===== config.mk =====
export PLATFORM = sky130hd
export DESIGN_NAME = accum_xfer_wdog_exec
export DESIGN_NICKNAME = d
export VERILOG_FILES = /design/src/hdl/xfer_wdog_pkg.sv /design/src/hdl/accum_xfer_wdog_exec.sv /design/src/hdl/nibble_ram.sv
export SDC_FILE = /design/constraint.sdc
export NUM_CORES = 1
export LEC_CHECK = 0
export BUFFER_PORTS_ARGS = -buffer_cell sky130_fd_sc_hd__buf_2
export CORE_MARGIN = 2
export CORE_UTILIZATION = 50
export CTS_CLUSTER_DIAMETER = 200
export DETAILED_ROUTE_END_ITERATION = 7
export HOLD_SLACK_MARGIN = 0.15
export PLACE_DENSITY = 0.72
export SYNTH_ARGS = -nofsm -noshare
export SYNTH_HDL_FRONTEND = slang
export SYNTH_SLANG_ARGS = --single-unit

===== constraint.sdc =====
create_clock -name mclk -period 4.87 [get_ports mclk]
set_input_delay 0.7305 -clock mclk [delete_from_list [all_inputs] [get_ports mclk]]
set_output_delay 0.7305 -clock mclk [all_outputs]
set_load 0.02 [all_outputs]

===== src/hdl/xfer_wdog_pkg.sv =====
// package for the accumulator transfer / watchdog restart / ram swap decoder
// assumes a 10-bit instruction word and 4-bit data paths
package xfer_wdog_pkg;
    localparam int INSN_W = 10;
    localparam int NIB_W = 4;
    localparam logic [9:0] OP_ACC_TO_TIMER_CTRL6 = 10'h213;
    localparam logic [9:0] OP_ACC_TO_YPOINTER = 10'h00C;
    localparam logic [9:0] OP_WATCHDOG_RESTART = 10'h2A0;
    localparam logic [5:0] OP_ACC_RAM_SWAP_HI = 6'h2D;
    localparam int SWAP_HI_LSB = 4;
    localparam logic [3:0] NIB_RESET = 4'h0;
    localparam int RAM_AW = 8;
endpackage


===== src/hdl/accum_xfer_wdog_exec.sv =====
// executes four single-cycle instructions of a 4-bit cpu core
// assumes one instruction per insn_valid cycle and that the ram read data is
// available one cycle after the address is presented
// Function
// - opcode 213h copies accumulator to timer control six
// - opcode 00Ch copies accumulator into y pointer
// - watchdog restart skips next when flag set, clears
// - swap opcode exchanges accumulator with ram word
// - swap also xors x pointer with immediate
`timescale 1ns/1ps
module accum_xfer_wdog_exec
    import xfer_wdog_pkg::*;
#(
    parameter int AW = RAM_AW
) (
    input wire logic mclk,
    input wire logic sys_rst,
    input wire logic insn_valid,
    input wire logic [INSN_W-1:0] insn,
    input wire logic wdog_disable_op,
    input wire logic [AW-1:0] ram_data_pointer,
    input wire logic wdog_flag_set,
    input wire logic acc_load,
    input wire logic [NIB_W-1:0] acc_load_data,
    output logic [NIB_W-1:0] acc_r,
    output logic [NIB_W-1:0] x_ptr_r,
    output logic [NIB_W-1:0] y_ptr_r,
    output logic [NIB_W-1:0] timer_ctrl_six_r,
    output logic carry_flag_r,
    output logic watchdog_overflow_flag_r,
    output logic watchdog_run_r,
    output logic skip_r
);
    logic acc_to_timer_ctrl6_op;
    logic acc_to_ypointer_op;
    logic watchdog_restart_op;
    logic acc_ram_swap_op;
    logic exec;
    logic prev_disable_r;
    logic [NIB_W-1:0] ram_rdata;
    logic [NIB_W-1:0] imm_j;

    // a skipped word is fetched but not executed
    assign exec = insn_valid && !skip_r;
    assign acc_to_timer_ctrl6_op = exec && (insn == OP_ACC_TO_TIMER_CTRL6);
    assign acc_to_ypointer_op = exec && (insn == OP_ACC_TO_YPOINTER);
    assign watchdog_restart_op = exec && (insn == OP_WATCHDOG_RESTART);
    assign acc_ram_swap_op = exec && (insn[INSN_W-1:SWAP_HI_LSB] == OP_ACC_RAM_SWAP_HI);
    assign imm_j = insn[NIB_W-1:0];

    // ram is read continuously at the pointer; write-back happens on the swap
    nibble_ram #(.AW(AW), .DW(NIB_W)) nibble_ram_i (
        .mclk(mclk),
        .we(acc_ram_swap_op),
        .addr(ram_data_pointer),
        .wdata(acc_r),
        .rdata(ram_rdata)
    );

    always_ff @(posedge mclk) begin
        if (sys_rst) begin
            acc_r <= NIB_RESET;
        end else if (acc_ram_swap_op) begin
            acc_r <= ram_rdata;
        end else if (acc_load) begin
            acc_r <= acc_load_data;
        end
    end

    always_ff @(posedge mclk) begin
        if (sys_rst) begin
            x_ptr_r <= NIB_RESET;
        end else if (acc_ram_swap_op) begin
            x_ptr_r <= x_ptr_r ^ imm_j;
        end
    end

    always_ff @(posedge mclk) begin
        if (sys_rst) begin
            y_ptr_r <= NIB_RESET;
        end else if (acc_to_ypointer_op) begin
            y_ptr_r <= acc_r;
        end
    end

    always_ff @(posedge mclk) begin
        if (sys_rst) begin
            timer_ctrl_six_r <= NIB_RESET;
        end else if (acc_to_timer_ctrl6_op) begin
            timer_ctrl_six_r <= acc_r;
        end
    end

    // none of these instructions touches carry
    always_ff @(posedge mclk) begin
        if (sys_rst) begin
            carry_flag_r <= 1'b0;
        end
    end

    // skip lasts until the next valid word has been discarded
    always_ff @(posedge mclk) begin
        if (sys_rst) begin
            skip_r <= 1'b0;
        end else if (watchdog_restart_op && watchdog_overflow_flag_r) begin
            skip_r <= 1'b1;
        end else if (insn_valid) begin
            skip_r <= 1'b0;
        end
    end

    // the flag clears once the skip is done; a new overflow in that cycle wins
    always_ff @(posedge mclk) begin
        if (sys_rst) begin
            watchdog_overflow_flag_r <= 1'b0;
        end else if (wdog_flag_set) begin
            watchdog_overflow_flag_r <= 1'b1;
        end else if (skip_r && insn_valid) begin
            watchdog_overflow_flag_r <= 1'b0;
        end
    end

    // only an executed disable word arms the stop; a skipped one does not
    always_ff @(posedge mclk) begin
        if (sys_rst) begin
            prev_disable_r <= 1'b0;
        end else if (insn_valid) begin
            prev_disable_r <= exec && wdog_disable_op;
        end
    end

    // a stopped watchdog stays stopped until the next reset
    always_ff @(posedge mclk) begin
        if (sys_rst) begin
            watchdog_run_r <= 1'b1;
        end else if (watchdog_restart_op && prev_disable_r) begin
            watchdog_run_r <= 1'b0;
        end
    end
endmodule // accum_xfer_wdog_exec


===== src/hdl/nibble_ram.sv =====
// small nibble-wide data memory with registered read data
// assumes one write port and one read port on the same clock
`timescale 1ns/1ps
module nibble_ram #(
    parameter int AW = 8,
    parameter int DW = 4
) (
    input wire logic mclk,
    input wire logic we,
    input wire logic [AW-1:0] addr,
    input wire logic [DW-1:0] wdata,
    output logic [DW-1:0] rdata
);
    logic [DW-1:0] mem [0:(1<<AW)-1];

    always_ff @(posedge mclk) begin
        if (we) begin
            mem[addr] <= wdata;
        end
        rdata <= mem[addr];
    end
endmodule // nibble_ram


## Word-level counts from Yosys, hierarchy flattened

Memories as Yosys holds them, arrays and structs flattened. A register that Yosys moved wholly into a read port is not among the register bits.
Cells that the tools add are included.

- Register bits after elaboration: 20
- RAM bits: 1024
- Word-level logic and storage cells: 35
- Memories kept: 1

- Equal/unequal tests: 4
- Multiplexer cells: 8
- Bitwise operators: 1
- Reduce and logical (&&, ||, !) cells: 13

Memories:

| memory | depth | width | read ports | clocked after Yosys merged registers in | write ports | RTL line | text |
|---|---|---|---|---|---|---|---|
| nibble_ram_i.mem | 256 | 4 | 1 | 1 | 1 | nibble_ram.sv:14 | `logic [DW-1:0] mem [0:(1<<AW)-1];` |

Operators by type and width:

| cell | number |
|---|---|
| $eq A10 B10 Y1 const B | 2 |
| $eq A10 B4 Y1 const B | 1 |
| $logic_and A1 B1 Y1 | 9 |
| $mux W4 | 2 |
| $eq A6 B6 Y1 const B | 1 |
| $mux W1 | 6 |
| $reduce_bool A2 Y1 | 3 |
| $xor A4 B4 Y4 | 1 |
| $logic_not A1 Y1 | 1 |

## Depth between registers and ports, before layout

Gate-level depths: netlist (run 1).

- Depth after elaboration: 5
- Depth in mapped cells: 8
- Depth with buffers taken out: 5

## Hierarchy

A second synthesis (run 1) with hierarchy kept.

- Cells, all modules: 2062
- Area, all modules: 41028.1 sq um

By module, submodules not included:

| module | times used | cells each | area each (sq um) |
|---|---|---|---|
| nibble_ram | 1 | 1960 | 40002.1 |
| accum_xfer_wdog_exec | 1 | 102 | 1026.0 |

## Least setup slack after synthesis (run 1)

No wires, ideal clock.

- Path kind: reg-to-reg
- From: reg acc_r[0]
- To: mem nibble_ram_i.mem[0][0] (data pin)
- Arrival time: 3.555 ns
- Data required time: 3.981 ns
- Setup slack: 0.426 ns
- Cell stages (with the launch flop): 1
- Path buffers: 0
- Clock period less this slack: 4.444 ns
- Cell sequence: dfxtp_1

RTL lines:

| element | RTL line | text |
|---|---|---|
| start: declaration | accum_xfer_wdog_exec.sv:25 | `output logic [NIB_W-1:0] acc_r,` |
| start signal: assignment | accum_xfer_wdog_exec.sv:64 | `acc_r <= ram_rdata;` |
| start signal: assignment | accum_xfer_wdog_exec.sv:66 | `acc_r <= acc_load_data;` |
| end: declaration | nibble_ram.sv:14 |  |

Straight into the memory's write port.

==> results.py, run 1 <==
metrics = {
    "global_route": {
        "grt_pass1_wl_mm": 139.6,
        "overflow": 0,
        "grt_max_degree": 154,
        "antenna_found_initial": 6,
        "track_usage_pct": 22.82,
        "grt_pass1_vias": 21230,
    },
    "yosys": {
        "ys.flop_type": "edfxtp_1",
        "synth.distinct_cells": 32,
        "syn_inst": 2029,
        "async_reset_ff_share_pct": 0,
        "ys_seq_area_share_pct": 76.64,
        "synth_nets": 2057,
        "synth_area_per_cell_um2": 20.08,
        "synth_seq_cells": 1048,
        "syn_area_mm2": 0.04075,
        "synth-edff-count": 1024,
        "yosys_warnings": 0,
    },
    "cts": {
        "postCtsSetupRepairBufs": 0,
        "clk_latency_ns": 0.64,
        "numCtsBuffers": 100,
        "ctsHoldBuffers": 0,
        "cts.sinks": 1048,
        "clockBufferDepth": 3,
        "clkTransAtPathRegs_ns": 0.06,
        "tritoncts": "done",
        "cts-root-buf": "clkbuf_16",
        "cts_max_level": 3,
        "cts_resized": 0,
    },
    "layout": {
        "areaGrowthSynthToFinish_pct": 11.66,
        "fin_cells": 3232,
        "layout-drive-gt1-share_pct": 23.58,
        "final_cell_area_mm2": 0.04550,
        "num-fill-cells": 5740,
        "final_nets": 2121,
        "post-route-util_pct": 56.49,
    },
    "power_and_ir_drop": {
        "ir_drop_mv": 0.3450,
        "seqPwrFrac_pct": 54.0,
        "clock_power_share_pct": 41.8,
        "switching_share_pct": 20.31,
        "p_leak_nw": 13.47,
        "power.internal_w": 0.01469,
        "power_density_mw_per_mm2": 405.1,
        "p_sw_w": 0.003744,
        "pwr-share-comb_pct": 4.2,
    },
    "floorplanning": {
        "die_h_um": 289.5,
        "rows": 104,
        "core_area_mm2": 0.08055,
        "io_pins": 48,
        "die_w_um": 289.5,
        "start_util_pct": 50.59,
        "die_area_mm2": 0.08380,
    },
    "place": {
        "preCtsSetupSlack_ns": 0.9149,
        "dpl-instance-area_mm2": 0.04226,
        "dp.cells": 3051,
        "hpwl_mm": 56.19,
        "gp_congestion": 0.8456,
        "port_buffers": 46,
    },
    "min_path": {
        "hold_path.class": "in2reg",
    },
    "run": {
        "max_cap_violations": 0,
    },
    "drt": {
        "wl_mm": 93.87,
        "drt_first_pass_iters": 6,
        "via_per_inst": 6.380,
        "vias": 20620,
        "drtAntennaViolNets": 0,
        "drc_errors": 0,
        "drt_iter0_markers": 2469,
        "drt-wirelength-per-cell_um": 29.04,
    },
    "sta": {
        "hold_violations": 0,
        "fmax_ghz": 0.3037,
        "rsz0062_at_grt": "false",
        "layout_setup_ws_ns": 1.578,
        "setup_violations": 0,
        "finalCriticalPeriod_ns": 3.292,
        "relSlewSlack_pct": 29.04,
        "fin_skew_ns": 0.01817,
        "tightest_slew_ns": 1.064,
        "finalSetupTns_ns": 0,
        "slew_violations": 0,
        "finalCritPeriodShare_pct": 67.60,
    },
    "worst_setup_path": {
        "start_kind": "input port",
        "end_kind": "flip-flop",
        "worst-path-max-fanout": 67,
        "cp.required_ns": 5.35,
        "worstSetupPathType": "in2reg",
        "cp.arrival_ns": 3.77,
    },
    "run_status": {
        "status": "finished clean",
    },
}
==> synth_stat cells (5+ instances only) <==
master / instances / share of area, %
dfxtp_1: 24 / 1.2
mux4_2: 253 / 14
nand3_1: 6 / 0.074
buf_2: 17 / 0.21
buf_4: 5 / 0.092
clkbuf_1: 97 / 0.89
buf_6: 13 / 0.36
nand4_1: 5 / 0.077
o41ai_1: 12 / 0.26
edfxtp_1: 1024 / 75
a22oi_1: 128 / 2.4
nand2_1: 37 / 0.34
mux2i_1: 12 / 0.29
buf_1: 6 / 0.055
nor2b_1: 9 / 0.14
nor2_1: 280 / 2.6
a21oi_1: 67 / 0.82
==> area by class of cell <==
class	instances	area, µm²	share of cell area, %
sequential	1048	31250	68.67
multi-input combinational	843	8895	19.55
tap	1060	1326	2.915
antenna	1	2.502	0.005500
timing repair buffer	100	793.3	1.743
clock inverter	56	584.3	1.284
clock buffer	124	2655	5.835
==> sequential cells by signal, indices dropped and copies added, names as in the netlist <==
register	flops
nibble_ram_i.rdata	4
nibble_ram_i.mem	1024
watchdog_overflow_flag_r	1
skip_r	1
acc_r	4
prev_disable_r	1
x_ptr_r	4
timer_ctrl_six_r	4
watchdog_run_r	1
y_ptr_r	4
==> metrics by stage <==
step | total power [W] | hold WS [ns]
after detailed placement | 0.01092 | 0.4393
after floorplan | 0.01068 | 0.4505
after CTS | 0.01851 | 0.2720
final | 0.01843 | 0.3130
after global placement | 0.01090 | 0.4338
after global routing | 0.01888 | 0.2873
==> per-layer routing <==
metal / share of wire (%) / vias to the layer above / track usage (%)
met3: 9.0 / 204 / 4.528
met4: 3.5 / 8 / 8.402
met1: 38 / 10840 / 31.23
li1: - / 8454 / -
met2: 49 / 1110 / 36.83
met5: 0.056 / - / 0
==> cell usage in the layout (no fill, tap or decap), types with 4 or more instances in the layout <==
| cell | instances |
|---|---|
| buf_4 | 43 |
| buf_2 | 44 |
| nor2_1 | 279 |
| nand3_1 | 6 |
| mux4_2 | 253 |
| dfxtp_1 | 20 |
| clkinv_1 | 18 |
| a21oi_1 | 67 |
| nor2b_1 | 7 |
| xor2_1 | 4 |
| clkbuf_16 | 102 |
| a211oi_1 | 4 |
| clkbuf_1 | 20 |
| nand2_1 | 34 |
| o41ai_1 | 12 |
| buf_12 | 11 |
| nand4_1 | 5 |
| edfxtp_1 | 1024 |
| clkinv_2 | 20 |
| mux2i_1 | 12 |
| dfxtp_4 | 4 |
| a22oi_1 | 128 |
| o41ai_2 | 4 |
| bufinv_16 | 12 |
==> worst max-delay path: stages <==
cell	delay, ns
buf_8	0.55
buf_12	0.34
buf_12	0.28
mux4_2	0.54
a22oi_1	0.33
a21oi_1	0.19
o41ai_1	0.54
nand4_1	0.15
==> path summary, 6_finish.rpt <==
kind              slack, ns                        start  cells after the start                                    end
hold / removal         0.31                wdog_flag_set                      3  watchdog_overflow_flag_r$_SDFFE_PP0P_
hold reg to reg        0.45  watchdog_run_r$_SDFFE_PP1P_                      1            watchdog_run_r$_SDFFE_PP1P_
setup reg to reg       1.64          skip_r$_SDFFE_PP0P_                      7      nibble_ram_i.mem[26][3]$_DFFE_PP_
setup / recovery       1.58          ram_data_pointer[0]                      8          nibble_ram_i.rdata[3]$_DFF_P_
==> cells by family (layout without fill, tap and decap cells) <==
family	count (synthesis)	in the layout	synth area share [%]
AOI/OAI and AO/OA	216	216	3.691
other	1	2	0.009203
and+or+nand+nor	354	354	3.494
muxes	268	268	14.47
buffers and inverters	138	280	1.609
DFF	1048	1048	76.64
xor gates and xnor gates	4	4	0.08597
==> power groups by stage <==
stage	clock [W]	combinational (W)	sequential (W)
floorplan	0	0.000440	0.0102
global placement	0	0.000750	0.0102
detailed placement	0	0.000769	0.0102
CTS	0.00777	0.000771	0.00996
global route	0.00810	0.000819	0.00996
finish	0.00770	0.000768	0.00996
No activity file was read; power rests on OpenSTA's default activity.
==> inputs of run 2 (changes only) <==
--- a/config.mk
+++ b/config.mk
@@ -11,7 +11,7 @@
 export CTS_CLUSTER_DIAMETER = 200
 export DETAILED_ROUTE_END_ITERATION = 7
 export HOLD_SLACK_MARGIN = 0.15
-export PLACE_DENSITY = 0.72
+export PLACE_DENSITY = 0.74
 export SYNTH_ARGS = -nofsm -noshare
 export SYNTH_HDL_FRONTEND = slang
 export SYNTH_SLANG_ARGS = --single-unit
==> constraint.sdc (replaced) <==
create_clock -name mclk -period 2.85 [get_ports mclk]
set_input_delay 0.4275 -clock mclk [delete_from_list [all_inputs] [get_ports mclk]]
set_output_delay 0.4275 -clock mclk [all_outputs]
set_load 0.02 [all_outputs]
==> run 2 against run 1 <==
Combinational power up 93%. First-iteration DRC count increased by 8.5%. Sequential power rose by 71%. Final area rose by 3.3%. Total power grew 73%. Count of clock-buffer cells in the layout down 1. Global-route usage up 0.57 points. Worst setup slack lost 1.4 ns. Sequential share of layout area shrank 2.2 points. Highest routed layer is now met4.
==> results.py, run 2 (same netlist as run 1, synthesis figures left out) <==
metrics = {
    "run_status": {
        "status": "finished clean",
    },
    "cts": {
        "cts_resized": 0,
        "cts_max_level": 3,
        "cts-root-buf": "clkbuf_16",
        "tritoncts": "done",
        "clkTransAtPathRegs_ns": 0.06,
        "ctsHoldBuffers": 17,
        "clk_latency_ns": 0.65,
        "postCtsSetupRepairBufs": 0,
        "clockBufferDepth": 3,
        "numCtsBuffers": 99,
        "cts.sinks": 1048,
    },
    "layout": {
        "num-fill-cells": 5561,
        "fin_cells": 3359,
        "antenna_cells": 0,
        "final_nets": 2249,
        "final_cell_mix": "edfxtp_1, nor2_1, mux4_2",
        "largest_register": "nibble_ram_i.mem",
        "areaGrowthSynthToFinish_pct": 15.33,
        "layout-drive-gt1-share_pct": 27.10,
        "largest_reg_flops": 1024,
        "layout_commonest_cell": "edfxtp_1",
    },
    "place": {
        "hpwl_mm": 59.17,
        "preCtsSetupSlack_ns": -0.2773,
        "port_buffers": 46,
        "dp.cells": 3163,
        "gp_congestion": 0.8669,
    },
    "worst_setup_path": {
        "critPathMaxStageDelay_ns": 0.52,
        "path_cells": "dlygate4sd3_1, buf_2, nor2b_1, and4_1, and3_1, nand2_1, buf_12, nor2_1",
        "start_kind": "input port",
        "path_depth": 8,
        "slowest_stage": "dlygate4sd3_1",
        "worst-path-max-fanout": 13,
        "r2r_cells": 6,
        "worstSetupPathType": "in2reg",
        "r2r_start": "skip_r$_SDFFE_PP0P_",
        "cp_top_family": "simple AND/OR/NAND/NOR gates",
        "startpoint": "insn_valid",
        "end_kind": "flip-flop",
        "cp.required_ns": 3.14,
        "reg2reg_setup_slack_ns": 0.26,
        "r2r-end": "nibble_ram_i.mem[247][3]$_DFFE_PP_",
        "path_buf_inv": 3,
        "cp.arrival_ns": 2.99,
    },
    "min_path": {
        "worstHoldEndpoint": "acc_r[1]$_SDFFE_PP0P_",
        "whs_path_depth": 3,
        "hold_path.class": "in2reg",
        "worstHoldStart": "acc_load",
    },
    "drt": {
        "via_per_inst": 6.278,
        "drc_errors": 0,
        "drt_iter0_markers": 2678,
        "drtAntennaViolNets": 0,
        "wl_mm": 95.97,
        "drt-wirelength-per-cell_um": 28.57,
        "drt_first_pass_iters": 8,
        "vias": 21090,
    },
    "sta": {
        "slew_violations": 0,
        "fin_skew_ns": 0.02440,
        "finalCritPeriodShare_pct": 94.92,
        "layout_setup_ws_ns": 0.1447,
        "relSlewSlack_pct": 43.20,
        "setup_violations": 0,
        "finalCriticalPeriod_ns": 2.705,
        "tightest_slew_ns": 0.8410,
        "hold_violations": 0,
        "rsz0062_at_grt": "false",
        "fmax_ghz": 0.3696,
    },
    "floorplanning": {
        "die_w_um": 289.5,
        "rows": 104,
        "start_util_pct": 50.59,
        "core_area_mm2": 0.08055,
        "io_pins": 48,
        "die_h_um": 289.5,
        "die_area_mm2": 0.08380,
    },
    "power_and_ir_drop": {
        "clock_power_share_pct": 42.1,
        "ir_drop_mv": 0.5765,
        "pwr-share-comb_pct": 4.6,
        "power.internal_w": 0.02550,
        "p_sw_w": 0.006449,
        "power_density_mw_per_mm2": 679.9,
        "switching_share_pct": 20.18,
        "p_leak_nw": 14.24,
        "seqPwrFrac_pct": 53.2,
    },
    "global_route": {
        "antenna_found_initial": 1,
        "grt_pass1_vias": 21790,
        "grt_max_degree": 115,
        "track_usage_pct": 23.39,
        "overflow": 0,
        "grt_pass1_wl_mm": 142.8,
    },
    "run": {
        "max_cap_violations": 0,
    },
}
run 2: cell count changes in the layout (fill, tap and decap cells not counted), moves of 2 or more:
cell,delta
clkinvlp_4,+3
clkbuf_16,-2
clkinv_1,-4
nand2_1,+3
dlygate4sd3_1,+17
bufinv_16,+4
nand2_2,-3
buf_12,+33
clkinv_2,-5
buf_4,+79
run 2: per-stage QoR:
stage	TNS (ns)	area, µm²	hold WS (ns)	total power (W)	util (%)
CTS	0	47000	0.1687	0.03209	58.35
global route	0	47000	0.2103	0.03275	58.35
detailed placement	-0.6723	43510	0.4610	0.01880	54.01
finish	0	47000	0.1936	0.03195	58.35
floorplan	0	40750	0.4505	0.01820	-
global placement	-0.8442	43510	0.4540	0.01876	54.01
run 2: power by group through the flow:
stage,logic [W],registers [W],clock network [W]
after floorplan,0.000752,0.0175,0
after global placement,0.00142,0.0173,0
after detailed placement,0.00146,0.0173,0
after CTS,0.00148,0.0170,0.0136
after global routing,0.00157,0.0170,0.0142
final,0.00148,0.0170,0.0135
run 2: cell type report:
type	instances	area (µm²)	area share (%)
sequential	1048	31250	66.48
multi-input combinational	843	8887	18.91
clock buffer	123	2609	5.551
timing repair buffer	229	2217	4.718
tap	1060	1326	2.822
clock inverter	56	711.9	1.515
run 2: routing by layer:
layer,wire (µm),GRT usage (%),vias up
li1,-,-,8714
met1,35870,31.60,10940
met2,47380,38.50,1225
met3,9471,4.772,209
met4,3251,7.655,0
met5,0,0,-
run 2: worst max-delay path by stage:
stage                                                    end  slack, ns
after floorplan             nibble_ram_i.mem[0][0]$_DFFE_PP_       0.26
after global placement         nibble_ram_i.rdata[3]$_DFF_P_      -0.34
after detailed placement       nibble_ram_i.rdata[3]$_DFF_P_      -0.28
after CTS                 nibble_ram_i.mem[247][3]$_DFFE_PP_       0.20
after global routing       nibble_ram_i.mem[32][1]$_DFFE_PP_       0.01
final                     nibble_ram_i.mem[247][3]$_DFFE_PP_       0.14
run 2: worst reg2reg max path: stages (launching register included):
cell and delay (ns):
dfxtp_1 0.35, nor2b_1 0.21, and4_1 0.38, and3_1 0.42, nand2_1 0.25, buf_12 0.25, nor2_1 0.36
==> inputs of run 3 (changes only) <==
--- a/config.mk
+++ b/config.mk
@@ -11,7 +11,8 @@
 export CTS_CLUSTER_DIAMETER = 200
 export DETAILED_ROUTE_END_ITERATION = 7
 export HOLD_SLACK_MARGIN = 0.15
-export PLACE_DENSITY = 0.74
+export PLACE_DENSITY = 0.72
+export REMOVE_ABC_BUFFERS = 1
 export SYNTH_ARGS = -nofsm -noshare
 export SYNTH_HDL_FRONTEND = slang
 export SYNTH_SLANG_ARGS = --single-unit
==> constraint.sdc (replaced) <==
create_clock -name mclk -period 3.2 [get_ports mclk]
set_input_delay 0.48 -clock mclk [delete_from_list [all_inputs] [get_ports mclk]]
set_output_delay 0.48 -clock mclk [all_outputs]
set_load 0.02 [all_outputs]
==> run 3 against run 2 <==
Register-to-register slack improved by 0.12 ns. Largest cell class unchanged. Global-route usage rose by 0.096 points. First-iteration DRC count rose by 4.7%. Critical path type is now reg2reg. Sequential cell count did not move. Highest routed layer is now met5.
==> results.py, run 3 (same netlist as run 1, synthesis figures left out) <==
metrics = {
    "run_status": {
        "status": "finished clean",
    },
    "power_and_ir_drop": {
        "seqPwrFrac_pct": 53.2,
        "pwr-share-comb_pct": 4.3,
        "switching_share_pct": 20.82,
        "power_density_mw_per_mm2": 615.6,
        "p_sw_w": 0.005939,
        "p_leak_nw": 13.90,
        "ir_drop_mv": 0.4574,
        "clock_power_share_pct": 42.5,
        "power.internal_w": 0.02259,
        "finalPower_w": 0.02853,
    },
    "drt": {
        "drtAntennaViolNets": 0,
        "drt-wirelength-per-cell_um": 29.27,
        "drc_errors": 0,
        "via_per_inst": 6.354,
        "drt_iter0_markers": 2803,
        "vias": 21030,
        "wl_mm": 96.88,
        "drt_first_pass_iters": 6,
    },
    "floorplanning": {
        "die_h_um": 289.5,
        "core_area_mm2": 0.08055,
        "die_w_um": 289.5,
        "die_area_mm2": 0.08380,
        "rows": 104,
        "start_util_pct": 50.59,
        "io_pins": 48,
    },
    "layout": {
        "antenna_cells": 0,
        "areaGrowthSynthToFinish_pct": 13.73,
        "final_cell_mix": "edfxtp_1, nor2_1, mux4_2",
        "post-route-util_pct": 57.54,
        "largest_register": "nibble_ram_i.mem",
        "fin_cells": 3310,
        "final_nets": 2193,
        "layout-drive-gt1-share_pct": 26.27,
        "largest_reg_flops": 1024,
        "layout_commonest_cell": "edfxtp_1",
    },
    "place": {
        "hpwl_mm": 59.53,
        "port_buffers": 46,
        "gp_congestion": 0.8632,
        "dp.cells": 3118,
    },
    "sta": {
        "fin_skew_ns": 0.02238,
        "relSlewSlack_pct": 48.04,
        "finalCriticalPeriod_ns": 2.823,
        "tightest_slew_ns": 0.7794,
        "rsz0062_at_grt": "false",
        "setup_violations": 0,
        "finalSetupTns_ns": 0,
        "fmax_ghz": 0.3542,
        "slew_violations": 0,
        "hold_violations": 0,
        "finalCritPeriodShare_pct": 88.22,
        "hold_slack_ns": 0.1795,
    },
    "worst_setup_path": {
        "worst-path-max-fanout": 11,
        "r2r_cells": 6,
        "end_kind": "flip-flop",
        "cp.required_ns": 3.49,
        "cp.arrival_ns": 3.11,
        "worstSetupPathType": "reg2reg",
        "start_kind": "flip-flop",
    },
    "global_route": {
        "grt_max_degree": 135,
        "track_usage_pct": 23.48,
        "use_met1_pct": 31.64,
        "antenna_found_initial": 3,
        "grt_pass1_wl_mm": 142.5,
        "met2_usage_pct": 38.50,
        "grt_pass1_vias": 21580,
        "top_usage_layer": "met2",
        "overflow": 0,
        "met3_usage_pct": 4.181,
    },
    "cts": {
        "cts.sinks": 1048,
        "clkTransAtPathRegs_ns": 0.06,
        "numCtsBuffers": 102,
        "cts_resized": 0,
        "cts_max_level": 3,
        "tritoncts": "done",
        "cts-root-buf": "clkbuf_16",
        "clk_latency_ns": 0.67,
        "clockBufferDepth": 3,
    },
    "run": {
        "max_cap_violations": 0,
    },
    "min_path": {
        "whs_path_depth": 4,
        "hold_path.class": "in2reg",
    },
}
## run 3: timing repair
action	4_1_cts	5_1_grt
setup buffers	0	0
hold buffers	3	0
hold endpoints to repair	3	0
## run 3: layer usage
layer | wire, µm | vias up | part of all wire (%)
li1 | - | 8614 | -
met1 | 37390 | 10990 | 39
met2 | 47950 | 1191 | 49
met3 | 7656 | 227 | 7.9
met4 | 3845 | 6 | 4.0
met5 | 36 | - | 0.037
## run 3: final cells by class
cell class	instances	area, µm²
Multi-Input combinational cell	843	8887
Clock buffer	115	2601
Timing Repair Buffer	170	1476
Tap cell	1060	1326
Clock inverter	74	808.3
Sequential cell	1048	31250
Fill cell	5632	34200
## run 3: power by group through the flow
stage / combinational, W / sequential (W) / clock, W
after floorplan: 0.000506 / 0.0156 / 0
after global placement: 0.00121 / 0.0155 / 0
after detailed placement: 0.00123 / 0.0155 / 0
after CTS: 0.00124 / 0.0152 / 0.0122
after global routing: 0.00131 / 0.0152 / 0.0127
final: 0.00124 / 0.0152 / 0.0121
## run 3: path summary, 6_finish.rpt
| path | startpoint | to | slack [ns] |
|---|---|---|---|
| setup / recovery | skip_r$_SDFFE_PP0P_ | nibble_ram_i.mem[0][2]$_DFFE_PP_ | 0.38 |
| hold / removal | insn[0] | x_ptr_r[0]$_SDFFE_PP0P_ | 0.18 |
| setup reg to reg | skip_r$_SDFFE_PP0P_ | nibble_ram_i.mem[0][2]$_DFFE_PP_ | 0.38 |
| hold reg to reg | watchdog_run_r$_SDFFE_PP1P_ | watchdog_run_r$_SDFFE_PP1P_ | 0.47 |
## run 3: metrics by stage
step	setup WS, ns	cell area, µm²
finish	0.3768	46340
global route	0.2885	46340
CTS	0.4676	46340
detailed placement	0.1088	42900
global placement	0.1489	42900
floorplan	-1.244	40090
## run 3: critical path: stages (launching register included)
cell,delay (ns)
dfxtp_1,0.34
nor2b_1,0.26
nand4_1,0.42
nor3_1,0.47
nand2_1,0.15
buf_4,0.28
nor2_1,0.52
